--- src/common/chp_pkg.sv ---
// Purpose: shared constants and types for the card host port signal control
// Assumes: 50 MHz clk, host pins asynchronous to it
// Notes: pin bundle order fixes the synchroniser vector layout
`default_nettype none
package chp_pkg;
  localparam int DATA_W = 16;
  localparam int ADDR_W = 11;
  localparam int CLK_PERIOD_NS = 20;
  // Initialisation time after reset, ready held low meanwhile
  localparam int INIT_TIME_NS = 2000;
  localparam int INIT_CYCLES = (INIT_TIME_NS + CLK_PERIOD_NS - 1) / CLK_PERIOD_NS;
  // Length of a pulse-mode interrupt
  localparam int IRQ_PULSE_NS = 200;
  localparam int IRQ_PULSE_CYCLES = IRQ_PULSE_NS / CLK_PERIOD_NS;
  localparam int CNT_W = 8;

  typedef enum logic [1:0] {MODE_MEM, MODE_IO, MODE_DISK} chp_mode_t;
  typedef enum logic [2:0] {
    TGT_COMMON, TGT_ATTR, TGT_IO, TGT_TASKFILE, TGT_ALTCTL, TGT_DMA
  } chp_target_t;

  typedef struct packed {
    logic unit_select_strap;
    logic disk_mode_select_n;
    logic card_reset;
    logic space_select_n;
    logic io_write_strobe_n;
    logic output_enable_n;
    logic [1:0] disk_chip_selects_n;
    logic dma_ack_n;
    logic [ADDR_W-1:0] addr;
    logic [DATA_W-1:0] data;
  } chp_pins_t;

  typedef struct packed {
    chp_target_t target;
    logic [ADDR_W-1:0] addr;
    logic [DATA_W-1:0] data;
  } chp_access_t;
endpackage : chp_pkg
`default_nettype wire

--- src/logic/chp_signal_ctrl.sv ---
// Purpose: card-side handling of host strobes, selects, ready, interrupt, DMA
// Assumes: host pins asynchronous; core supplies busy, read data and events
// Notes: memory vs I/O card mode comes from the core's configuration
// What this block does
// - Strap grounded primary, open secondary
// - I/O write rising edge latches data
// - Memory mode: output enable drives data
// - I/O mode: output enable reads attribute only
// - Memory mode ready low busy, high free
// - Ready low during initialisation; host waits
// - Reset held since power-up keeps ready high
// - I/O interrupt active low, pulse or level
// - Disk interrupt is active high
// - Space select routes common or attribute
// - DMA request answered by active-low acknowledge
// - DMA disabled: acknowledge ignored
// - Card modes: reset active high
// - Disk mode: reset active low
// - Chip selects: task file, alternate; DMA words
`default_nettype none
module chp_signal_ctrl
  import chp_pkg::*;
#(
  parameter int INIT_CNT = INIT_CYCLES,
  parameter int PULSE_CNT = IRQ_PULSE_CYCLES
) (
  input wire logic clk,
  input wire logic sys_rst,
  input wire logic clk_en,
  input wire chp_pins_t pins,
  output logic [DATA_W-1:0] data_out,
  output logic data_oe_n,
  output logic ready,
  output logic io_irq_n,
  output logic disk_irq,
  output logic dma_request,
  output logic unit_secondary,
  output logic card_in_reset,
  output chp_mode_t mode,
  input wire logic io_mode_cfg,
  input wire logic core_busy,
  input wire logic core_irq,
  input wire logic irq_level_mode,
  input wire logic irq_service,
  input wire logic dma_enable,
  input wire logic core_dma_req,
  input wire logic [DATA_W-1:0] rd_data,
  output logic rd_active,
  output chp_access_t rd_acc,
  output logic wr_valid,
  output chp_access_t wr_acc
);
  localparam int PW = $bits(chp_pins_t);
  if (INIT_CNT < 1 || INIT_CNT >= 2**CNT_W ||
      PULSE_CNT < 1 || PULSE_CNT >= 2**CNT_W) begin : g_bad_count
    $error("count parameter out of range");
  end
  // ************************************************************
  // Pin synchroniser
  // ************************************************************
  logic [PW-1:0] s1_r, s2_r, s3_r, stab_r, stab_nxt;
  chp_pins_t stab, stab_q;
  always_comb begin
    stab_nxt = (~(s2_r ^ s3_r) & s3_r) | ((s2_r ^ s3_r) & stab_r);
  end
  always_ff @(posedge clk) begin
    if (sys_rst) begin
      s1_r <= '1;
      s2_r <= '1;
      s3_r <= '1;
      stab_r <= '1;
    end else if (clk_en) begin
      s1_r <= pins;
      s2_r <= s1_r;
      s3_r <= s2_r;
      stab_r <= stab_nxt;
    end
  end
  assign stab = chp_pins_t'(stab_r);
  assign stab_q = chp_pins_t'(stab_nxt);
  // ************************************************************
  // Mode and reset decode
  // ************************************************************
  typedef enum logic [1:0] {ST_HELD, ST_INIT, ST_RUN} chp_state_t;
  chp_state_t st_r, st_nxt;
  logic pin_rst, cont_r, cont_nxt, ready_r, ready_nxt;
  logic [CNT_W-1:0] init_r, init_nxt;
  // mode select low means disk interface
  always_comb begin
    if (!stab.disk_mode_select_n) begin
      mode = MODE_DISK;
    end else if (io_mode_cfg) begin
      mode = MODE_IO;
    end else begin
      mode = MODE_MEM;
    end
  end
  assign pin_rst = (mode == MODE_DISK) ? !stab.card_reset : stab.card_reset;
  always_comb begin
    st_nxt = st_r;
    cont_nxt = cont_r;
    init_nxt = init_r;
    case (st_r)
      ST_HELD: begin
        if (!pin_rst) begin
          st_nxt = ST_INIT;
          init_nxt = CNT_W'(INIT_CNT - 1);
        end
      end
      ST_INIT: begin
        if (pin_rst) begin
          st_nxt = ST_HELD;
          cont_nxt = 1'b0;
        end else if (init_r == '0) begin
          st_nxt = ST_RUN;
        end else begin
          init_nxt = init_r - 1'b1;
        end
      end
      default: begin
        if (pin_rst) begin
          st_nxt = ST_HELD;
          cont_nxt = 1'b0;
        end
      end
    endcase
    // reset held since power-up: ready high
    case (st_nxt)
      ST_HELD: ready_nxt = cont_nxt;
      ST_INIT: ready_nxt = 1'b0;
      default: ready_nxt = !core_busy;
    endcase
  end
  always_ff @(posedge clk) begin
    if (sys_rst) begin
      st_r <= ST_HELD;
      cont_r <= 1'b1;
      init_r <= '0;
      ready_r <= 1'b1;
    end else if (clk_en) begin
      st_r <= st_nxt;
      cont_r <= cont_nxt;
      init_r <= init_nxt;
      ready_r <= ready_nxt;
    end
  end
  assign ready = ready_r;
  assign card_in_reset = (st_r != ST_RUN);
  assign unit_secondary = stab.unit_select_strap;
  // ************************************************************
  // Host access decode
  // ************************************************************
  logic wr_rise, dma_on, oe_act;
  chp_access_t acc;
  logic wr_v_r, wr_v_nxt, oe_n_r, oe_n_nxt;
  chp_access_t wr_acc_r, wr_acc_nxt;
  logic [DATA_W-1:0] dout_r, dout_nxt;
  assign wr_rise = !stab.io_write_strobe_n && stab_q.io_write_strobe_n;
  assign dma_on = dma_enable && !stab.dma_ack_n && (mode == MODE_DISK);
  assign oe_act = !stab.output_enable_n && (st_r == ST_RUN);
  always_comb begin
    acc.addr = stab.addr;
    acc.data = stab.data;
    acc.target = TGT_IO;
    // space select picks common or attribute
    if (mode == MODE_MEM) begin
      acc.target = stab.space_select_n ? TGT_COMMON : TGT_ATTR;
    // DMA words, else chip select picks bank
    end else if (mode == MODE_DISK) begin
      if (dma_on) begin
        acc.target = TGT_DMA;
      end else if (!stab.disk_chip_selects_n[0]) begin
        acc.target = TGT_TASKFILE;
      end else begin
        acc.target = TGT_ALTCTL;
      end
    end
  end
  always_comb begin
    wr_acc_nxt = wr_acc_r;
    // rising edge writes in I/O and disk modes
    wr_v_nxt = wr_rise && (mode != MODE_MEM) && (st_r == ST_RUN);
    if (wr_v_nxt) begin
      wr_acc_nxt = acc;
    end
    // memory mode read while strobe held
    // I/O mode read limited to attribute space
    oe_n_nxt = !(oe_act && (mode == MODE_MEM || (mode == MODE_IO && !stab.space_select_n)));
    dout_nxt = oe_n_nxt ? dout_r : rd_data;
  end
  assign rd_active = oe_act && (mode != MODE_DISK);
  always_comb begin
    rd_acc = acc;
    if (mode == MODE_IO) begin
      rd_acc.target = TGT_ATTR;
    end
  end
  always_ff @(posedge clk) begin
    if (sys_rst) begin
      wr_v_r <= 1'b0;
      wr_acc_r <= '0;
      oe_n_r <= 1'b1;
      dout_r <= '0;
    end else if (clk_en) begin
      wr_v_r <= wr_v_nxt;
      wr_acc_r <= wr_acc_nxt;
      oe_n_r <= oe_n_nxt;
      dout_r <= dout_nxt;
    end
  end
  assign wr_valid = wr_v_r;
  assign wr_acc = wr_acc_r;
  assign data_oe_n = oe_n_r;
  assign data_out = dout_r;
  // ************************************************************
  // Interrupt and DMA request
  // ************************************************************
  logic pend_r, pend_nxt, dreq_r, dreq_nxt;
  logic [CNT_W-1:0] pulse_r, pulse_nxt;
  always_comb begin
    // Set wins over a same-cycle service
    pend_nxt = core_irq || (pend_r && !irq_service);
    pulse_nxt = pulse_r;
    if (core_irq && !irq_level_mode) begin
      pulse_nxt = CNT_W'(PULSE_CNT);
    end else if (pulse_r != '0) begin
      pulse_nxt = pulse_r - 1'b1;
    end
    // request only in disk mode with DMA on
    dreq_nxt = core_dma_req && dma_enable && (mode == MODE_DISK);
  end
  always_ff @(posedge clk) begin
    if (sys_rst) begin
      pend_r <= 1'b0;
      pulse_r <= '0;
      dreq_r <= 1'b0;
    end else if (clk_en) begin
      pend_r <= pend_nxt;
      pulse_r <= pulse_nxt;
      dreq_r <= dreq_nxt;
    end
  end
  assign io_irq_n = !((mode == MODE_IO) && (irq_level_mode ? pend_r : (pulse_r != '0)));
  assign disk_irq = (mode == MODE_DISK) && pend_r;
  assign dma_request = dreq_r;
endmodule : chp_signal_ctrl
`default_nettype wire

--- config.mk ---
export PLATFORM = sky130hd
export DESIGN_NAME = chp_signal_ctrl
export DESIGN_NICKNAME = d
export VERILOG_FILES = /design/src/common/chp_pkg.sv /design/src/logic/chp_signal_ctrl.sv
export SDC_FILE = /design/constraint.sdc
export NUM_CORES = 1
export LEC_CHECK = 0
export ABC_CLOCK_PERIOD_IN_PS = 3100
export BUFFER_PORTS_ARGS = -buffer_cell sky130_fd_sc_hd__buf_2
export CAP_MARGIN = 20
export CORE_MARGIN = 4
export CORE_UTILIZATION = 35
export DETAILED_ROUTE_END_ITERATION = 10
export PLACE_DENSITY = 0.64
export SLEW_MARGIN = 20
export SYNTH_ARGS = -nofsm -noshare
export SYNTH_HDL_FRONTEND = slang
export SYNTH_SLANG_ARGS = --single-unit
--- constraint.sdc ---
create_clock -name clk -period 3.1 [get_ports clk]
set_input_delay 0.31 -clock clk [delete_from_list [all_inputs] [get_ports clk]]
set_output_delay 0.31 -clock clk [all_outputs]
set_load 0.01 [all_outputs]
After elaboration in Yosys (flattened, before gate mapping)
Index checks and enable logic that the tools add are counted.
{"block": "word_totals", "ff_bits": 214, "input_bits": 62, "out_inout_bits": 87, "wordCells": 97}
{"block": "classes", "bitwise_logic": 5, "muxes": 24, "addsub": 2, "n_eq_ne": 10, "reduce_logical": 39}
{"op": "$and 36x36->36", "n": 2}
{"op": "$mux 8", "n": 5}
{"op": "$not 36->36", "n": 1}
{"op": "$or 36x36->36", "n": 1}
{"op": "$xor 36x36->36", "n": 1}
{"op": "$pmux 8 s2", "n": 1}
{"op": "$sub 8x1->8 const B", "n": 2}
{"op": "$logic_and 1x1->1", "n": 15}
{"op": "$mux 3", "n": 5}
{"op": "$logic_not 1->1", "n": 10}
{"op": "$mux 2", "n": 5}
{"op": "$ne 2x2->1 const B", "n": 5}
{"op": "$logic_not 8->1", "n": 1}
{"op": "$reduce_bool 8->1", "n": 1}
{"op": "$eq 2x1->1 const B", "n": 3}
{"op": "$logic_not 2->1", "n": 3}
{"op": "$mux 1", "n": 6}
{"op": "$reduce_and 2->1", "n": 3}
{"op": "$reduce_bool 2->1", "n": 3}
{"op": "$reduce_and 5->1", "n": 1}
{"op": "$eq 2x2->1 const B", "n": 2}
{"op": "$pmux 2 s2", "n": 1}
{"op": "$logic_or 1x1->1", "n": 2}
{"op": "$pmux 1 s2", "n": 1}

Depth between registers and ports, before layout
Gate-level depths: netlist of run 1.
{"block": "depth", "depth_word": 8, "mapped_depth": 7}

Least setup slack after synthesis of run 1
OpenSTA, ideal clock, no wires.
{"block": "synth_timing", "path_type": "reg-to-output", "from": "register pulse_r[0]", "to": "output port io_irq_n", "required_ns": 2.790, "path_stages_with_launch": 6, "path_slack_ns": 1.281, "t_arrival_ns": 1.509, "path_cell_list": "dfxtp_1 -> inv_1 -> ha_1 -> nor3b_1 -> a21oi_1 -> o21ai_0"}
{"block": "synth_between", "elab_chain_cells": 4}
{"element": "start, declared", "line": "chp_signal_ctrl.sv:219", "rtl": "logic [CNT_W-1:0] pulse_r, pulse_nxt;"}
{"element": "start signal, assigned", "line": "chp_signal_ctrl.sv:239", "rtl": "pulse_r <= pulse_nxt;"}
{"element": "$reduce_bool 8->1", "line": "chp_signal_ctrl.sv:243", "rtl": "assign io_irq_n = !((mode == MODE_IO) && (irq_level_mode ? pend_r : (pulse_r != '0)));"}
{"element": "$mux 1", "line": "chp_signal_ctrl.sv:243"}
{"element": "$logic_and 1x1->1", "line": "chp_signal_ctrl.sv:243"}
{"element": "$logic_not 1->1", "line": "chp_signal_ctrl.sv:243"}
{"element": "end, declared", "line": "chp_signal_ctrl.sv:34", "rtl": "output logic io_irq_n,"}
No other way between the ends.

Worst setup path in the final report of run 1
{"block": "layout_timing", "from": "register pulse_r[2]", "to": "output port io_irq_n"}
The elaborated chain is that of the path after synthesis.

==> impl_metrics.csv, run 1 <==
group,metric,value,unit
floorplan,start_util,35.8,%
sta,max_freq,443,MHz
yosys,synth-main-ff-cell,"dfxtp_1",
sta,finalMaxSlewViolations,0,
detailed_routing,routedWlPerCell,13.1,microns
power_and_ir_drop,leakagePower,4.41,nW
clock_network,clockBufferDepth,3,
sta,tightest_slew,877,ps
yosys,synth_fp_nets,1008,
grt,met1_usage,18.6,%
yosys,ys_seq_elements,210,
detailed_routing,routed_wl,18.3,mm
placement,portBuffers,147,
floorplan,num_rows,56,
min_path,min-delay-path-class,"input pin to register",
grt,grt_pass1_vias,5913,
yosys,avgSynthCellArea,8.99,sq um
finish,final_cell_mix,"dfxtp_1, buf_2, a21oi_1",
finish,area_delta_synth_final,22.2,%
clock_network,clk_pin_slew,60,ps
clock_network,htreeDepth,1,
grt,grt_max_degree,94,
finish,drive_gt1_share,18.8,%
clock_network,cts_made_buffers,24,
sta,finalCriticalPeriod,2260,ps
critical_path,reg2reg_depth,4,
detailed_routing,drt_iter0_drc,450,
grt,use_met3,3.73,%
critical_path,crit_arrival,1950,ps
flow_run,max-cap-violations,0,
critical_path,critical_path_class,"register to primary output",
yosys,synth_top_area_share,49.6,%
floorplan,ios,149,
min_path,whs_path_depth,2,
finish,final_cells,1400,
critical_path,cp-start-kind,"register",
sta,skew,14.8,ps
critical_path,reg2reg_to,"wr_acc[27]",
sta,rsz0062_at_grt,"false",
placement,dp_worst_setup_slack,1040,ps
grt,overflow,0,
critical_path,r2r_slack,1060,ps
placement,dpl.hpwl,11.2,mm
clock_network,cts_tree,"built",
grt,grt_busiest_layer,"met2",
power_and_ir_drop,power_density,607,nW/um^2
clock_network,clock-sinks,210,
grt,grt_pass1_wl,29.9,mm
detailed_routing,vias,6720,
sta,finalCritPeriodShare,72.9,%
detailed_routing,avgViaCountPerCell,4.80,
critical_path,endpoint_kind,"primary output",
detailed_routing,drc,0,
clock_network,cts_setup_buffers,0,
clock_network,clk_latency,520,ps
run_status,outcome,"finished, final reports clean",
yosys,syn-cell-area,8480,sq um
yosys,ys_async_sr_fraction,0,%
yosys,ys_warn_count,0,
detailed_routing,first_pass_iters,5,
critical_path,required,2790,ps
floorplan,die_x,164,microns
placement,place_inst,1324,
min_path,hold_path_end,"s1_r[24]",
sta,hold_viol,0,
yosys,yosysTopAreaCell,"dfxtp_1",
yosys,synth_cell_type_count,48,
critical_path,crit_fanout,8,
floorplan,fp.dieH,164,microns
min_path,hold_start,"pins[24]",
floorplan,die_area,26800,sq um
yosys,ys_seq_area_share,49.6,%
yosys,synth-edff-count,0,
finish,final_common_cell,"dfxtp_1",
placement,gp_congestion,0.773,
detailed_routing,ant_nets,0,
power_and_ir_drop,ir_worst_vdd,0.418,mV
sta,maxSlewHeadroom,41.5,%
finish,fin_nets,1128,
critical_path,r2r_start,"st_r[1]",
yosys,syn_inst,943,
sta,setup_tns,0,ps
clock_network,clk_root_buffer_cell,"clkbuf_16",
grt,grt_use_met2,19.6,%
yosys,synth.area.top_cells,"dfxtp_1, a21oi_1, a211o_1",
grt,grt.total_usage,13.1,%
sta,setup_viol,0,
floorplan,core,23700,sq um
grt,antenna_found_initial,2,
sta,setup_slack,840,ps
[cell families (layout without fill, tap and decap cells)]
family                     count (synthesis)  count (layout)  share of synthesized area, %
muxes                                     18              18                          2.12
buffers and inverters                    105             242                          6.03
AOI/OAI and AO/OA                        283             283                          22.0
other                                      0               1                             0
DFF                                      210             210                          49.6
xor gates and xnor gates                   6               6                         0.620
and+or+nand+nor                          318             318                          19.2
adders and majority gates                  3               3                         0.443
[cell usage after synthesis (2+ instances only)]
cell        n
nor4_1      3
o31ai_1     2
nor3_1      5
buf_1       7
a21oi_1   142
nand2b_1   45
nor2b_1    73
o311ai_0    2
nand3_1     2
or4_4       2
a211o_1    76
nand2_1   128
nor3b_1     3
and3b_1     2
a211oi_1    6
buf_2       7
ha_1        3
o21ai_0     7
clkbuf_1   54
and2_1      9
mux2i_1    18
or3_1       3
o211ai_1    3
xnor2_1     5
nand4_1     4
or2_1       2
dfxtp_1   210
inv_1       9
a311oi_1    2
nor2_1     30
a31oi_1     2
o21bai_1   35
buf_4      27
[cell type report]
class	count	area (sq um)
clock inverters	11	130
diodes	1	2.50
repair buffers	190	1160
clock buffers	32	661
inverters	9	33.8
flip-flops and latches	210	4200
well taps	319	399
fillers	2379	13300
multi-input cells	628	3770
[worst max-delay path by stage]
| stage | startpoint | end | slack [ps] | depth (start not counted) |
|---|---|---|---|---|
| after global placement | st_r[1] | wr_acc[27] | 1070 | 4 |
| after detailed placement | st_r[1] | wr_acc[27] | 1040 | 4 |
| after CTS | pulse_r[2] | io_irq_n | 830 | 4 |
| final | pulse_r[2] | io_irq_n | 840 | 4 |
| after global routing | pulse_r[2] | io_irq_n | 750 | 4 |
| after floorplan | pulse_r[0] | io_irq_n | 1280 | 5 |
[report_power, final]
group	switching (mW)	total [mW]	leakage, nW	internal, mW
sequential	0.0962	2.93	1.72	2.83
clock	1.11	2.78	0.375	1.67
combinational	0.295	0.584	2.31	0.289
[layer usage]
layer,share of wire [%],vias up
li1,-,3477
met1,48,3037
met2,41,172
met3,8.0,32
met4,2.6,2
met5,0.038,-
[stage by stage]
step	instance area, sq um	total power, mW	utilization, %	hold slack [ps]
after CTS	10400	6.41	43.7	4.68
after global routing	10400	6.59	43.7	19.4
after floorplan	8480	3.39	-	430
after detailed placement	9250	3.54	39.0	442
final	10400	6.29	43.7	24.1
after global placement	9250	3.52	39.0	438
[timing repair]
action                    4_1_cts  5_1_grt
hold endpoints to repair       32        0
hold buffers                   32        0
resized for setup               0        0
[worst max-delay path: stages (launching register included)]
cell     delay (ps)
dfxtp_1         370
nor4_1          640
a21oi_1         140
o21ai_0         150
buf_2           150
Note: power is estimated with default switching activity, not from simulation.
==> run 2: changes to the inputs <==
--- a/config.mk
+++ b/config.mk
@@ -5,7 +5,7 @@
 export SDC_FILE = /design/constraint.sdc
 export NUM_CORES = 1
 export LEC_CHECK = 0
-export ABC_CLOCK_PERIOD_IN_PS = 3100
+export ABC_CLOCK_PERIOD_IN_PS = 2100
 export BUFFER_PORTS_ARGS = -buffer_cell sky130_fd_sc_hd__buf_2
 export CAP_MARGIN = 20
 export CORE_MARGIN = 4
==> constraint.sdc (replaced) <==
create_clock -name clk -period 2.1 [get_ports clk]
set_input_delay 0.21 -clock clk [delete_from_list [all_inputs] [get_ports clk]]
set_output_delay 0.21 -clock clk [all_outputs]
set_load 0.01 [all_outputs]
==> run 2 against run 1 <==
Compared with the run above:
- clock-buffer cell count grew 1
- first-iteration DRC count shrank 22%
- via count up 1.5%
==> impl_metrics.csv, run 2 (synthesis gave the netlist of run 1 again) <==
group,metric,value,unit
run_status,outcome,"finished, final reports clean",
clock_network,clock-sinks,210,
detailed_routing,drt_iter0_drc,351,
finish,fin_nets,1154,
placement,place_inst,1329,
critical_path,reg2reg_to,"ready",
power_and_ir_drop,power,9.30,mW
sta,setup_slack,129,ps
finish,final_cell_mix,"dfxtp_1, buf_2, a21oi_1",
clock_network,clk_pin_slew,60,ps
critical_path,required,1890,ps
detailed_routing,routed_wl,19.3,mm
power_and_ir_drop,ir_worst_vdd,0.514,mV
clock_network,cts_made_buffers,24,
placement,dpl.hpwl,11.3,mm
finish,final_common_cell,"dfxtp_1",
grt,overflow,0,
finish,area_delta_synth_final,25.1,%
sta,skew,19.5,ps
detailed_routing,drc,0,
sta,rsz0062_at_grt,"false",
flow_run,max-cap-violations,0,
critical_path,path_buf_inv,3,
detailed_routing,vias,6818,
critical_path,crit_fanout,8,
sta,finalCriticalPeriod,1970,ps
sta,finalCritPeriodShare,93.9,%
critical_path,path_cells,"inv_1 > ha_1 > nor3b_1 > buf_4 > a21oi_1 > o21ai_0 > buf_2",
floorplan,die_x,164,microns
floorplan,ios,149,
placement,dp_worst_setup_slack,390,ps
grt,grt_max_degree,87,
floorplan,fp.dieH,164,microns
detailed_routing,avgViaCountPerCell,4.79,
min_path,hold_start,"irq_service",
sta,tightest_slew,686,ps
detailed_routing,first_pass_iters,4,
placement,portBuffers,147,
critical_path,endpoint_kind,"primary output",
sta,setup_tns,0,ps
power_and_ir_drop,power_density,877,nW/um^2
power_and_ir_drop,leakagePower,4.53,nW
sta,setup_viol,0,
sta,hold_viol,0,
clock_network,clockBufferDepth,3,
clock_network,clk_latency,520,ps
placement,gp_congestion,0.780,
critical_path,cp-start-kind,"register",
min_path,whs_path_depth,4,
grt,grt.total_usage,13.8,%
sta,maxSlewHeadroom,54.3,%
min_path,min-delay-path-class,"input pin to register",
detailed_routing,routedWlPerCell,13.6,microns
sta,finalMaxSlewViolations,0,
critical_path,critPathTopFamily,"buffers and inverters",
critical_path,r2r_start,"init_r[2]",
clock_network,post_cts_resized,0,
grt,antenna_found_initial,3,
sta,max_freq,507,MHz
detailed_routing,ant_nets,0,
finish,drive_gt1_share,18.5,%
critical_path,slowest_stage,"dfxtp_1",
clock_network,clk_root_buffer_cell,"clkbuf_16",
critical_path,r2r_slack,380,ps
clock_network,cts_tree,"built",
floorplan,core,23700,sq um
grt,grt_pass1_wl,31.5,mm
critical_path,crit_arrival,1760,ps
clock_network,htreeDepth,1,
finish,final_cells,1422,
grt,grt_pass1_vias,6236,
floorplan,num_rows,56,
critical_path,max_stage_delay,360,ps
floorplan,die_area,26800,sq um
critical_path,critical_path_class,"register to primary output",
floorplan,start_util,35.8,%
critical_path,reg2reg_depth,4,
min_path,hold_path_end,"pend_r",
==> run 2: metal layers <==
metal  up-vias  track usage [%]  part of all wire (%)
li1       3526                -                     -
met1      3085             19.2                    49
met2       170             21.3                    42
met3        35             3.33                   6.7
met4         2             3.70                   2.6
met5         -                0                 0.036
==> run 2: where the power goes <==
part / internal (mW) / total [mW] / switching [mW]
combinational: 0.473 / 0.922 / 0.449
clock: 2.47 / 4.06 / 1.58
sequential: 4.18 / 4.32 / 0.141
total: 7.13 / 9.30 / 2.17
==> run 2: what timing repair did <==
action,CTS,global route
setup buffers,0,0
endpoints found under the hold margin,53,0
hold buffers,53,0
==> run 2: final cells by class <==
class	count	area (sq um)
Multi-Input combinational cell	628	3770
Antenna cell	1	2.50
Clock inverter	6	95.1
Fill cell	2313	13100
Clock buffer	33	674
Inverter	9	33.8
Tap cell	319	399
Sequential cell	210	4200
Timing Repair Buffer	216	1440
==> run 2: tightest hold or removal path, stage by stage <==
cell     delay [ps]
buf_2            90
nand2_1          60
a22oi_1          60
nor2_1           80
==> run 2: how the worst max path moves through the flow <==
stage	start	endpoint	cells past startpoint
final	pulse_r[0]	io_irq_n	7
after global routing	pulse_r[0]	io_irq_n	7
after CTS	pulse_r[0]	io_irq_n	7
after detailed placement	init_r[2]	init_r[7]	3
after global placement	init_r[2]	init_r[7]	3
after floorplan	init_r[2]	init_r[7]	4
==> run 2: stage by stage <==
stage	utilization, %	hold slack (ps)	cell area (sq um)
after global placement	39.3	416	9310
final	44.8	32.7	10600
after global routing	44.8	47.2	10600
after floorplan	-	332	8480
after CTS	44.8	12.1	10600
after detailed placement	39.3	421	9310
==> run 3: changes to the inputs <==
--- a/config.mk
+++ b/config.mk
@@ -9,9 +9,9 @@
 export BUFFER_PORTS_ARGS = -buffer_cell sky130_fd_sc_hd__buf_2
 export CAP_MARGIN = 20
 export CORE_MARGIN = 4
-export CORE_UTILIZATION = 35
+export CORE_UTILIZATION = 56
 export DETAILED_ROUTE_END_ITERATION = 10
-export PLACE_DENSITY = 0.64
+export PLACE_DENSITY = 0.9
 export SLEW_MARGIN = 20
 export SYNTH_ARGS = -nofsm -noshare
 export SYNTH_HDL_FRONTEND = slang
==> run 3 against run 2 <==
Compared with the run above:
- critical path depth did not move
- sequential share of layout area rose by 0.74 points
- critical endpoint unchanged
- setup slack got worse by 14 ps
- register-to-register slack got worse by 140 ps
- largest power group unchanged
- cell area fell by 1.8%
- global-route usage rose by 7.1 points
- sequential cell count did not move
- clock-buffer cell count rose by 1
- die area fell by 36%
==> impl_metrics.csv, run 3 (synthesis gave the netlist of run 1 again) <==
group,metric,value,unit
run_status,outcome,"finished, final reports clean",
sta,tightest_slew,805,ps
power_and_ir_drop,sequentialPowerShare,47.3,%
critical_path,critical_path_class,"register to primary output",
critical_path,r2r_start,"pulse_r[0]",
detailed_routing,routedWlPerCell,14.6,microns
min_path,min-delay-path-class,"input pin to register",
critical_path,crit_fanout,6,
finish,final_cells,1287,
sta,max_freq,504,MHz
grt,grt_pass1_vias,6322,
critical_path,reg2reg_depth,8,
sta,hold_viol,0,
grt,grt_pass1_wl,29.9,mm
power_and_ir_drop,p_sw_share,23.0,%
sta,maxSlewHeadroom,46.3,%
placement,dpl.hpwl,10.9,mm
critical_path,r2r_slack,240,ps
clock_network,cts_made_buffers,22,
critical_path,reg2reg_to,"pulse_r[0]",
floorplan,ios,149,
placement,place_inst,1193,
detailed_routing,drt_iter0_drc,355,
critical_path,cp-start-kind,"register",
detailed_routing,routed_wl,18.8,mm
clock_network,clk_root_buffer_cell,"clkbuf_16",
clock_network,clk_pin_slew,60,ps
placement,place_area,9120,sq um
sta,skew,5.91,ps
finish,fin_nets,1153,
sta,setup_viol,0,
power_and_ir_drop,ir_worst_vdd,0.657,mV
floorplan,num_rows,44,
detailed_routing,drc,0,
floorplan,core,14700,sq um
sta,rsz0062_at_grt,"false",
clock_network,clockBufferDepth,3,
detailed_routing,vias,6980,
critical_path,crit_arrival,1780,ps
power_and_ir_drop,netSwitchingPower,2.10,mW
sta,hold_ws,26.6,ps
clock_network,cts_tree,"built",
finish,area_delta_synth_final,22.8,%
placement,portBuffers,147,
power_and_ir_drop,leakagePower,4.53,nW
grt,grt.total_usage,20.9,%
sta,finalMaxSlewViolations,0,
detailed_routing,first_pass_iters,4,
detailed_routing,ant_nets,0,
sta,setup_slack,115,ps
clock_network,htreeDepth,1,
power_and_ir_drop,power.internal,7.06,mW
floorplan,fp.dieH,131,microns
finish,drive_gt1_share,18.7,%
finish,final_cell_area,10400,sq um
floorplan,die_x,131,microns
floorplan,die_area,17200,sq um
critical_path,endpoint_kind,"primary output",
detailed_routing,avgViaCountPerCell,5.42,
power_and_ir_drop,power_density,879,nW/um^2
sta,finalCritPeriodShare,94.5,%
placement,dp_worst_setup_slack,387,ps
grt,overflow,0,
finish,final_cell_mix,"dfxtp_1, buf_2, a21oi_1",
sta,setup_tns,0,ps
min_path,hold_path_end,"pend_r",
power_and_ir_drop,pwr-share-clk,41.9,%
grt,grt_max_degree,92,
min_path,hold_start,"core_irq",
finish,antenna_cells,0,
clock_network,clk_latency,490,ps
sta,finalCriticalPeriod,1990,ps
finish,final_common_cell,"dfxtp_1",
grt,antenna_found_initial,0,
floorplan,start_util,57.7,%
clock_network,clock-sinks,210,
power_and_ir_drop,power_frac_comb,10.8,%
critical_path,required,1890,ps
flow_run,max-cap-violations,0,
min_path,whs_path_depth,3,
placement,gp_congestion,0.825,
-- run 3: cell types whose count changed in the layout (fill, tap and decap cells not counted), sizes merged --
cell,previous run,this run
buf,163,165
bufinv,2,1
clkbuf,33,34
diode,1,0
dlygate4sd3,53,52
-- run 3: how the worst max path moves through the flow --
stage                           end  startpoint  cells past startpoint  slack [ps]
after global placement    init_r[7]   init_r[2]                      3         410
final                      io_irq_n  pulse_r[0]                      7         110
after floorplan           init_r[7]   init_r[2]                      4         380
after detailed placement  init_r[5]   init_r[2]                      4         390
after CTS                  io_irq_n  pulse_r[0]                      7          90
after global routing       io_irq_n  pulse_r[0]                      7          10
-- run 3: cell type report --
cell class,instances,area [sq um]
flip-flops and latches,210,4200
clock inverters,5,53.8
multi-input cells,628,3780
inverters,9,33.8
clock buffers,34,687
repair buffers,217,1430
fillers,1057,4280
well taps,184,230
-- run 3: per-stage QoR --
stage               power (mW)  util (%)
floorplan                 5.01         -
global placement          5.18      62.0
detailed placement        5.22      62.0
CTS                       9.17      70.7
global route              9.56      70.9
finish                    9.16      70.9
-- run 3: per-layer routing --
metal,routed length (microns),vias up,GRT usage (%),share of wire (%)
met3,989,28,4.05,5.3
met2,8790,170,36.1,47
met1,8630,3252,26.8,46
met4,363,0,5.26,1.9
met5,0,-,0.882,0
li1,-,3530,-,-
-- run 3: power by group through the flow --
stage	clock network, mW	logic, mW	registers [mW]
6_report	3.84	0.987	4.33
5_1_grt	4.11	1.10	4.36
4_1_cts	3.94	0.908	4.32
3_5_place_dp	0	0.813	4.40
3_3_place_gp	0	0.786	4.39
2_1_floorplan	0	0.644	4.36
-- run 3: timing repair --
item                                   in CTS  in global routing
endpoints found under the hold margin      52                  0
setup endpoints to repair                   1                  1
hold buffers                               52                  0
resized for setup                           1                  1
buffers inserted                            0                  3
-- run 3: worst max-delay path: stages (launching register included) --
cell and delay [ps]:
dfxtp_1 330, inv_1 80, ha_1 140, nor3b_1 190, buf_4 180, a21oi_1 70
o21ai_0 140, buf_2 150
